File: config.mk
export PLATFORM = sky130hd
export DESIGN_NAME = timer_two
export DESIGN_NICKNAME = d
export VERILOG_FILES = /design/src/hdl/timer_two_pkg.sv /design/src/hdl/phase_gen.sv /design/src/hdl/timer_two.sv
export VERILOG_INCLUDE_DIRS = /design/src /design/src/hdl
export SDC_FILE = /design/constraint.sdc
export NUM_CORES = 1
export LEC_CHECK = 0
export ABC_AREA = 1
export ABC_CLOCK_PERIOD_IN_PS = 2380
export BUFFER_PORTS_ARGS = -buffer_cell sky130_fd_sc_hd__clkbuf_2
export CAP_MARGIN = 20
export CELL_PAD_IN_SITES_DETAIL_PLACEMENT = 1
export CELL_PAD_IN_SITES_GLOBAL_PLACEMENT = 1
export CORE_ASPECT_RATIO = 1.25
export CORE_MARGIN = 3
export CORE_UTILIZATION = 43
export CTS_CLUSTER_SIZE = 24
export DETAILED_ROUTE_END_ITERATION = 8
export PLACE_DENSITY = 0.79
export SYNTH_ARGS = -nofsm -noshare
export SYNTH_HDL_FRONTEND = slang
export SYNTH_SLANG_ARGS = --single-unit
File: constraint.sdc
create_clock -name sys_clk_i -period 2.38 [get_ports sys_clk_i]
set_clock_uncertainty 0.15 [all_clocks]
set_input_delay 0.714 -clock sys_clk_i [delete_from_list [all_inputs] [get_ports sys_clk_i]]
set_output_delay 0.714 -clock sys_clk_i [all_outputs]
set_load 0.005 [all_outputs]
File: src/hdl/timer_two_consts.svh
`ifndef TIMER_TWO_CONSTS_SVH
`define TIMER_TWO_CONSTS_SVH
// register offsets (byte address in the special register space)
`define OFS_CONTROL 8'hc8
`define OFS_MODE 8'hc9
`define OFS_CAP_LOW 8'hca
`define OFS_CAP_HIGH 8'hcb
`define OFS_CNT_LOW 8'hcc
`define OFS_CNT_HIGH 8'hcd
// control bit positions
`define BIT_OVF 7
`define BIT_EXT 6
`define BIT_RXCLK 5
`define BIT_TXCLK 4
`define BIT_EXEN 3
`define BIT_RUN 2
`define BIT_SRC 1
`define BIT_CPRL 0
// mode register bit positions
`define BIT_DOWN_COUNT_ENABLE 0
// reset values
`define RST_CONTROL 8'h00
`define RST_BYTE 8'h00
// timing: oscillator periods per machine cycle and per state time
`define OSC_PER_MACHINE 4'd12
`define OSC_PER_STATE 4'd2
// phase in the machine cycle where the count pin is sampled (state 5 phase 2)
`define PHASE_SAMPLE 4'd9
// phase where a pending count lands (state 3 phase 1)
`define PHASE_LAND 4'd4
`endif

File: src/hdl/timer_two_pkg.sv
package timer_two_pkg;
  typedef enum logic [1:0] {MODE_OFF, MODE_RELOAD, MODE_CAPTURE, MODE_BAUD} timer_mode_t;
endpackage : timer_two_pkg

File: src/hdl/phase_gen.sv
`timescale 1ns/1ns
`include "timer_two_consts.svh"
// ----------------------------------------------------------------
// machine cycle phase divider
// ----------------------------------------------------------------
module phase_gen (
  // clock and reset
  input wire logic sys_clk_i,
  input wire logic rst_i,
  // phase outputs
  output logic [3:0] phase_o,
  output logic state_tick_o
);
  // one clock is one oscillator period; twelve form a machine cycle
  always_ff @(posedge sys_clk_i) begin
    if (rst_i) begin
      phase_o <= 4'd0;
    end else if (phase_o == `OSC_PER_MACHINE - 4'd1) begin
      phase_o <= 4'd0;
    end else begin
      phase_o <= phase_o + 4'd1;
    end
  end
  // a state time is every other oscillator period
  assign state_tick_o = phase_o[0];
endmodule : phase_gen

File: src/hdl/timer_two.sv
// Implementation choice: the address-and-strobe port.
`timescale 1ns/1ns
`include "timer_two_consts.svh"
module timer_two
  import timer_two_pkg::*;
(
  // clock and reset
  input wire logic sys_clk_i,
  input wire logic rst_i,
  // register port
  input wire logic [7:0] addr_i,
  input wire logic [7:0] wdata_i,
  input wire logic wr_i,
  input wire logic rd_i,
  output logic [7:0] rdata_o,
  // pins
  input wire logic external_count_pin_i,
  input wire logic trigger_pin_i,
  // system outputs
  output logic timer_irq_o,
  output logic rx_baud_tick_o,
  output logic tx_baud_tick_o,
  output logic overflow_pulse_o
);
  // ----------------------------------------------------------------
  // state
  // ----------------------------------------------------------------
  logic [7:0] control_reg;
  logic [7:0] control_next;
  logic down_count_enable_reg;
  logic [7:0] count_low_reg;
  logic [7:0] count_high_reg;
  logic [7:0] capture_low_reg;
  logic [7:0] capture_high_reg;
  logic [3:0] phase;
  logic state_tick;
  logic pin_sample_reg;
  logic pin_prev_reg;
  logic trig_sample_reg;
  logic trig_prev_reg;
  logic count_pending_reg;
  logic trig_event;
  logic serial_sel;
  logic count_step;
  logic [16:0] count_sum;
  logic overflow;
  logic wr_control;
  timer_mode_t mode;

  // ----------------------------------------------------------------
  // helpers
  // ----------------------------------------------------------------
  // decode of the mode from control bits
  function automatic timer_mode_t decode_mode(input logic [7:0] c);
    if (!c[`BIT_RUN]) begin
      decode_mode = MODE_OFF;
    end else if (c[`BIT_RXCLK] || c[`BIT_TXCLK]) begin
      decode_mode = MODE_BAUD;
    end else if (c[`BIT_CPRL]) begin
      decode_mode = MODE_CAPTURE;
    end else begin
      decode_mode = MODE_RELOAD;
    end
  endfunction : decode_mode

  phase_gen i_phase_gen (
    .sys_clk_i(sys_clk_i),
    .rst_i(rst_i),
    .phase_o(phase),
    .state_tick_o(state_tick)
  );

  assign mode = decode_mode(control_reg);
  assign serial_sel = control_reg[`BIT_RXCLK] | control_reg[`BIT_TXCLK];
  assign wr_control = wr_i && (addr_i == `OFS_CONTROL);

  // ----------------------------------------------------------------
  // pin sampling, once per machine cycle
  // ----------------------------------------------------------------
  // single sample per cycle; levels shorter than a cycle may be missed
  always_ff @(posedge sys_clk_i) begin
    if (rst_i) begin
      pin_sample_reg <= 1'b0;
      pin_prev_reg <= 1'b0;
      trig_sample_reg <= 1'b0;
      trig_prev_reg <= 1'b0;
    end else if (phase == `PHASE_SAMPLE) begin
      pin_sample_reg <= external_count_pin_i;
      pin_prev_reg <= pin_sample_reg;
      trig_sample_reg <= trigger_pin_i;
      trig_prev_reg <= trig_sample_reg;
    end
  end

  // a high then low sample pair is a falling edge, held until it lands
  always_ff @(posedge sys_clk_i) begin
    if (rst_i) begin
      count_pending_reg <= 1'b0;
    end else if (phase == `PHASE_LAND) begin
      count_pending_reg <= 1'b0;
    end else if (phase == `PHASE_SAMPLE + 4'd1 && pin_prev_reg && !pin_sample_reg) begin
      count_pending_reg <= 1'b1;
    end
  end

  // trigger edge seen one phase after the sample, gated by enable
  assign trig_event = (phase == `PHASE_SAMPLE + 4'd1) && trig_prev_reg && !trig_sample_reg
    && control_reg[`BIT_EXEN];

  // ----------------------------------------------------------------
  // count step and overflow
  // ----------------------------------------------------------------
  always_comb begin
    count_step = 1'b0;
    if (mode != MODE_OFF) begin
      if (control_reg[`BIT_SRC]) begin
        count_step = count_pending_reg && (phase == `PHASE_LAND);
      end else if (mode == MODE_BAUD) begin
        count_step = state_tick;
      end else begin
        count_step = (phase == `OSC_PER_MACHINE - 4'd1);
      end
    end
  end

  // one 17-bit sum: low carry reaches the high byte in the same cycle
  assign count_sum = {1'b0, count_high_reg, count_low_reg} + 17'd1;
  assign overflow = count_step && count_sum[16];

  // ----------------------------------------------------------------
  // count and capture/reload bytes
  // ----------------------------------------------------------------
  always_ff @(posedge sys_clk_i) begin
    if (rst_i) begin
      count_low_reg <= `RST_BYTE;
      count_high_reg <= `RST_BYTE;
    end else if (wr_i && addr_i == `OFS_CNT_LOW) begin
      count_low_reg <= wdata_i;
    end else if (wr_i && addr_i == `OFS_CNT_HIGH) begin
      count_high_reg <= wdata_i;
    end else if (overflow && mode != MODE_CAPTURE) begin
      count_low_reg <= capture_low_reg;
      count_high_reg <= capture_high_reg;
    end else if (trig_event && !control_reg[`BIT_CPRL] && !serial_sel) begin
      count_low_reg <= capture_low_reg;
      count_high_reg <= capture_high_reg;
    end else if (count_step) begin
      count_low_reg <= count_sum[7:0];
      count_high_reg <= count_sum[15:8];
    end
  end

  always_ff @(posedge sys_clk_i) begin
    if (rst_i) begin
      capture_low_reg <= `RST_BYTE;
      capture_high_reg <= `RST_BYTE;
    end else if (wr_i && addr_i == `OFS_CAP_LOW) begin
      capture_low_reg <= wdata_i;
    end else if (wr_i && addr_i == `OFS_CAP_HIGH) begin
      capture_high_reg <= wdata_i;
    end else if (trig_event && control_reg[`BIT_CPRL] && !serial_sel) begin
      capture_low_reg <= count_low_reg;
      capture_high_reg <= count_high_reg;
    end
  end

  // ----------------------------------------------------------------
  // control register and flags
  // ----------------------------------------------------------------
  // a software write wins over a same-cycle hardware set
  always_comb begin
    control_next = control_reg;
    if (overflow && !serial_sel) begin
      control_next[`BIT_OVF] = 1'b1;
    end
    // in baud mode a trigger still flags, acting as an extra interrupt
    if (trig_event) begin
      control_next[`BIT_EXT] = 1'b1;
    end
    if (wr_control) begin
      control_next = wdata_i;
    end
  end

  always_ff @(posedge sys_clk_i) begin
    if (rst_i) begin
      control_reg <= `RST_CONTROL;
    end else begin
      control_reg <= control_next;
    end
  end

  always_ff @(posedge sys_clk_i) begin
    if (rst_i) begin
      down_count_enable_reg <= 1'b0;
    end else if (wr_i && addr_i == `OFS_MODE) begin
      down_count_enable_reg <= wdata_i[`BIT_DOWN_COUNT_ENABLE];
    end
  end

  // ----------------------------------------------------------------
  // read port
  // ----------------------------------------------------------------
  // unmapped addresses read zero
  always_ff @(posedge sys_clk_i) begin
    if (rst_i) begin
      rdata_o <= 8'h00;
    end else if (!rd_i) begin
      rdata_o <= 8'h00;
    end else if (addr_i == `OFS_CONTROL) begin
      rdata_o <= control_reg;
    end else if (addr_i == `OFS_MODE) begin
      rdata_o <= {7'h00, down_count_enable_reg};
    end else if (addr_i == `OFS_CAP_LOW) begin
      rdata_o <= capture_low_reg;
    end else if (addr_i == `OFS_CAP_HIGH) begin
      rdata_o <= capture_high_reg;
    end else if (addr_i == `OFS_CNT_LOW) begin
      rdata_o <= count_low_reg;
    end else if (addr_i == `OFS_CNT_HIGH) begin
      rdata_o <= count_high_reg;
    end else begin
      rdata_o <= 8'h00;
    end
  end

  // ----------------------------------------------------------------
  // outputs
  // ----------------------------------------------------------------
  // interrupt from the flags; up/down mode masks the external flag
  always_ff @(posedge sys_clk_i) begin
    if (rst_i) begin
      timer_irq_o <= 1'b0;
    end else begin
      timer_irq_o <= control_next[`BIT_OVF]
        | (control_next[`BIT_EXT] & !down_count_enable_reg);
    end
  end

  // serial clock routing, one pulse per overflow
  always_ff @(posedge sys_clk_i) begin
    if (rst_i) begin
      rx_baud_tick_o <= 1'b0;
      tx_baud_tick_o <= 1'b0;
      overflow_pulse_o <= 1'b0;
    end else begin
      rx_baud_tick_o <= overflow && control_reg[`BIT_RXCLK];
      tx_baud_tick_o <= overflow && control_reg[`BIT_TXCLK];
      overflow_pulse_o <= overflow;
    end
  end
endmodule : timer_two

==> flow_summary.ini, run 1 <==
[yosys]
synth_top_area_cell = dfxtp_1
synth_cells = 589
synth-seq-area-share = 0.318
synthMuxAreaShare = 0
synth_nets = 616
synthSimpleGateAreaFrac = 0.328
synth_area_per_cell_um2 = 6.63
syn_area_um2 = 3900
synth_top_family_by_area = simple AND/OR/NAND/NOR gates
ys_types = 41
synth-xor-area-share = 0.0247
yosys-top-cells-area = dfxtp_1, nand2_1, inv_1
yosys_warnings = 0
ys_ff_latch = 62
yosys.area_share.adder = 0.0160
yosysTopAreaCellShare = 0.318
synth-compound-area-share = 0.205

[critical_path]
crit_type = reg -> reg
cp_max_fo = 12
cp.arrival_ns = 2.34
r2r.worst_path.cells = 11
cp.required_ns = 2.51
critPathCaptureType = flop
start_kind = flop

[placed_design]
post-place-ws_ns = 0.0326
gp_congestion = 0.938
dp.cells = 771
dp.final_hpwl_um = 11900
io_buffer_count = 33

[sta]
slew_headroom = 0.782
hold_viol = 0
fin_setup_tns_ns = 0
finalSetupViolCount = 0
drv_slew = 0
period_share = 0.927
clock.fmax_ghz = 0.453
hold_ws_ns = 0.307
min_period_ns = 2.21
setup_ws_ns = 0.174
rsz0062_at_grt = false
worstMarginPinSlew_ns = 0.326

[finish]
fill_cells = 1254
fin_cells = 790
nets = 692
drive_above_1_share = 0.197
synthToLayoutAreaGrowth_pct = 20.3
diodes = 0

[global_routing]
first_global_vias = 4492
grt_max_degree = 35
antenna_found_initial = 0
grt_overflow = 0
gr-usage-all-layers = 0.307
grt_pass1_wl_um = 24000

[power]
powerDensity_nw_per_um2 = 433
peakVddDrop_v = 0.000350
p_leak_nw = 2.04
p_total_mw = 2.04

[drt]
via_count = 4360
detail-route-antenna-nets = 0
wirelength_um = 15300
wl_per_cell_um = 19.4
dr.first_iter.drc_count = 232
vias_per_cell = 5.52
drcViolationCount = 0
drt_pass1_iterations = 5

[floorplanning]
die_x_um = 91.2
dieArea_um2 = 10300
coreArea_um2 = 8750
start_util = 0.446
rows = 38
ios = 34
chipHeight_um = 113

[clock_network]
clockBufferDepth = 2
clkTransAtPathRegs_ns = 0.08
root_buffer = clkbuf_8
cts.sinks = 62
htreeDepth = 3
insertion_delay_ns = 0.36
cts_tree = yes
cts_buffers = 9

[worst_hold_path]
min_delay_path_depth = 2
holdCritPathClass = reg -> reg

[run_status]
status = complete, no violations

[flow_run]
maxCapViolCount = 0
==> cells in the final DEF (no fill, tap or decap), drive strengths merged <==
cell type | netlist | layout
buf | 8 | 49
clkinv | 1 | 4
o22ai | 4 | 4
a31oi | 8 | 8
a211oi | 5 | 5
a21oi | 54 | 54
inv | 80 | 81
dfxtp | 62 | 62
nand3 | 38 | 38
o21ai | 66 | 66
o21bai | 2 | 2
a311oi | 1 | 1
nor3 | 9 | 9
a22o | 1 | 1
nand4 | 15 | 15
o2111ai | 1 | 1
o221ai | 1 | 1
nand2 | 158 | 158
ha | 5 | 5
nor2 | 48 | 48
clkbuf | 9 | 42
clkinvlp | 0 | 3
o211ai | 2 | 2
xor2 | 7 | 7
xnor2 | 4 | 4
==> through the flow <==
stage                util  area, um2
floorplan               -       3910
global placement    0.513       4490
detailed placement  0.513       4490
CTS                 0.533       4670
global route        0.537       4700
finish              0.537       4700
==> final timing paths <==
kind                                  from                             end  slack [ns]
max          count_low_reg[0]$_SDFFE_PP0P_  count_high_reg[5]$_SDFFE_PP0P_        0.17
max reg2reg  count_low_reg[0]$_SDFFE_PP0P_  count_high_reg[5]$_SDFFE_PP0P_        0.17
min              pin_prev_reg$_SDFFE_PP0N_       pin_prev_reg$_SDFFE_PP0N_        0.31
min reg2reg      pin_prev_reg$_SDFFE_PP0N_       pin_prev_reg$_SDFFE_PP0N_        0.31
==> kinds of logic (layout without fill, tap and decap cells) <==
family                   after synthesis  in the layout
buffers and inverters                 98            179
flip-flops                            62             62
AO/OA/AOI/OAI                        145            145
adder cells (fa/ha/maj)                5              5
AND/OR/NAND/NOR                      268            268
XOR/XNOR                              11             11
==> routing by layer <==
layer / share of wire / up-vias / GRT usage
li1: - / 2094 / -
met1: 0.41 / 2086 / 0.364
met2: 0.49 / 136 / 0.535
met3: 0.049 / 44 / 0.0429
met4: 0.047 / 0 / 0.163
met5: 0 / - / 0
==> worst max-delay path, cell delays in order (launching register included) <==
cell and delay [ns]:
dfxtp_1 0.37, ha_1 0.24, inv_1 0.09, nor2_2 0.13, nand2_1 0.10, nor2_2 0.24, nand4_4 0.14, inv_2 0.26
nand2_1 0.11, o21ai_0 0.11, nand2_1 0.08, a21oi_1 0.12
==> what timing repair did <==
action,in CTS,in global routing
endpoints found under the setup margin,0,9
gates resized for setup,0,3
hold buffers,0,0
buffers inserted,0,3
==> power breakdown <==
part | internal [mW] | switching [mW]
Combinational | 0.0438 | 0.0960
Clock | 0.378 | 0.469
Sequential | 1.04 | 0.00692
==> final cells by class <==
class / instances / area [um2] / share of cell area
multi-input cells: 429 / 2250 / 0.479
clock inverters: 7 / 50.0 / 0.0106
inverters: 81 / 310 / 0.0660
clock buffers: 9 / 124 / 0.0264
well taps: 120 / 150 / 0.0319
flip-flops and latches: 62 / 1240 / 0.264
repair buffers: 82 / 571 / 0.121
==> synth_stat cells (all sizes together) <==
cell type	n
a22o	1
o21ai	66
nor3	9
clkinv	1
o22ai	4
o2111ai	1
a211oi	5
nand3	38
o211ai	2
nand2	158
a21oi	54
o21bai	2
nor2	48
clkbuf	9
o221ai	1
nand4	15
a311oi	1
buf	8
dfxtp	62
xor2	7
ha	5
xnor2	4
a31oi	8
inv	80
Note: power is estimated with default switching activity, not from simulation.
==> run 2: changes to the inputs <==
Settings changed: CORE_UTILIZATION 43 to 42, PLACE_DENSITY 0.79 to 0.78.
==> run 2 against run 1 <==
Compared with the run above:
- clock-buffer cell count did not move
- global-route usage is 0.45 points higher
- design area fell by 1.3%
- die area up 2.2%
- routed wire length is 3.9% higher
- critical path type unchanged
- largest cell class unchanged
- largest power group unchanged
==> flow_summary.ini, run 2 (same netlist as run 1, synthesis figures left out) <==
[drt]
dr.first_iter.drc_count = 264
detail-route-antenna-nets = 0
wl_per_cell_um = 20.3
drt_pass1_iterations = 5
via_count = 4343
wirelength_um = 15900
drcViolationCount = 0
vias_per_cell = 5.55

[power]
powerDensity_nw_per_um2 = 465
p_leak_nw = 2.00
p_int_mw = 1.57
seq_power_share = 0.487
power_switching_mw = 0.589
swShare = 0.273
peakVddDrop_v = 0.000383
p_comb_frac = 0.064
pwr-share-clk = 0.449

[finish]
layout_commonest_cell = nand2_1
diodes = 0
ff_latch_area_um2 = 1240
multiInputGateArea_um2 = 2260
drive_above_1_share = 0.189
fill_cells = 1224
synthToLayoutAreaGrowth_pct = 18.8
layout_common_cells = nand2_1, inv_1, dfxtp_1
nets = 685

[sta]
worstMarginPinSlew_ns = 0.349
period_share = 0.938
drv_slew = 0
rsz0062_at_grt = false
hold_ws_ns = 0.309
min_period_ns = 2.23
fin_setup_tns_ns = 0
slew_headroom = 0.767
clock.fmax_ghz = 0.448
hold_viol = 0
finalSetupViolCount = 0

[clock_network]
cts_tree = yes
clockBufferDepth = 2
cts_buffers = 9
cts.sinks = 62
root_buffer = clkbuf_8
htreeDepth = 3
insertion_delay_ns = 0.36
clkTransAtPathRegs_ns = 0.08

[worst_hold_path]
min_from = pin_prev_reg$_SDFFE_PP0N_
holdCritPathClass = reg -> reg

[floorplanning]
start_util = 0.439
die_x_um = 92.2
dieArea_um2 = 10500
chipHeight_um = 114
ios = 34
rows = 38
coreArea_um2 = 8890

[global_routing]
grt_pass1_wl_um = 24500
antenna_found_initial = 0
gr-usage-all-layers = 0.312
first_global_vias = 4591
grt_overflow = 0
grt_max_degree = 23

[critical_path]
cp_top_family = simple AND/OR/NAND/NOR gates
critPathCaptureType = flop
path_buf_inv = 3
cpPeakStageDelay_ns = 0.36
crit_type = reg -> reg
cp.required_ns = 2.53
regToRegStartpoint = count_low_reg[0]$_SDFFE_PP0P_
crit_top_cell = nand2_1
start_kind = flop
critPathLaunch = count_low_reg[0]$_SDFFE_PP0P_
slowest_stage = dfxtp_1
worstPathCellList = ha_1, inv_1, nor2_2, nand2_1, nor2_4, nand4_4, buf_4, o21ai_0, nand2_1, nand3_1, nand2_1, inv_1
cp.arrival_ns = 2.39
cp_max_fo = 18

[placed_design]
gp_congestion = 0.947
dp.final_hpwl_um = 12500
io_buffer_count = 33

[flow_run]
maxCapViolCount = 0

[run_status]
status = complete, no violations
==> run 2: changes by cell type in the layout (fill, tap and decap cells not counted), sizes merged <==
cell,delta
buf,-7
bufinv,+1
inv,-1
==> run 2: per-layer routing <==
metal	GRT usage	up-vias	wire (um)
met3	0.0567	52	746
met1	0.350	2082	6340
met5	0	-	0
met4	0.166	0	798
met2	0.558	126	8000
li1	-	2083	-
==> run 2: path summary, 6_finish.rpt <==
| kind | slack, ns | end | cells past startpoint |
|---|---|---|---|
| worst max-delay path | 0.15 | count_low_reg[2]$_SDFFE_PP0P_ | 12 |
| worst min-delay path | 0.31 | pin_prev_reg$_SDFFE_PP0N_ | 2 |
| worst min register to register | 0.31 | pin_prev_reg$_SDFFE_PP0N_ | 2 |
| worst max register to register | 0.15 | count_low_reg[2]$_SDFFE_PP0P_ | 12 |
==> run 2: worst reg2reg max path: cells and delay by family (launching register included) <==
kind / cells / cell delay, ns
flip-flops: 1 / 0.36
AND/OR/NAND/NOR: 7 / 0.85
adder cells (fa/ha/maj): 1 / 0.23
AO/OA/AOI/OAI: 1 / 0.23
buffers and inverters: 3 / 0.35
==> run 2: layout make-up <==
type                            instances  area share
Clock buffer                            9      0.0267
Clock inverter                          7      0.0162
Inverter                               81      0.0669
Multi-Input combinational cell        429       0.487
Sequential cell                        62       0.268
Tap cell                              120      0.0324
Timing Repair Buffer                   75       0.104
==> run 2: timing repair <==
item / CTS / global route
gates resized for setup: 0 / 5
hold buffers: 0 / 0
setup buffers: 0 / 2
setup endpoints to repair: 0 / 10
==> run 2: power by group through the flow <==
stage / clock network (mW) / registers (mW) / logic, mW
floorplan: 0 / 1.07 / 0.0649
global placement: 0 / 1.07 / 0.130
detailed placement: 0 / 1.07 / 0.134
CTS: 0.975 / 1.05 / 0.135
global route: 1.02 / 1.05 / 0.148
finish: 0.968 / 1.05 / 0.137
==> run 2: stage by stage <==
stage | std cells | area [um2] | total power [mW] | setup slack (ns) | utilization
after floorplan | 589 | 3910 | 1.14 | 0.145 | -
after global placement | 765 | 4410 | 1.20 | 0.0388 | 0.496
after detailed placement | 765 | 4410 | 1.21 | -0.0644 | 0.496
after CTS | 781 | 4610 | 2.16 | 0.0699 | 0.518
after global routing | 783 | 4640 | 2.22 | 0.0136 | 0.522
final | 783 | 4640 | 2.16 | 0.148 | 0.522
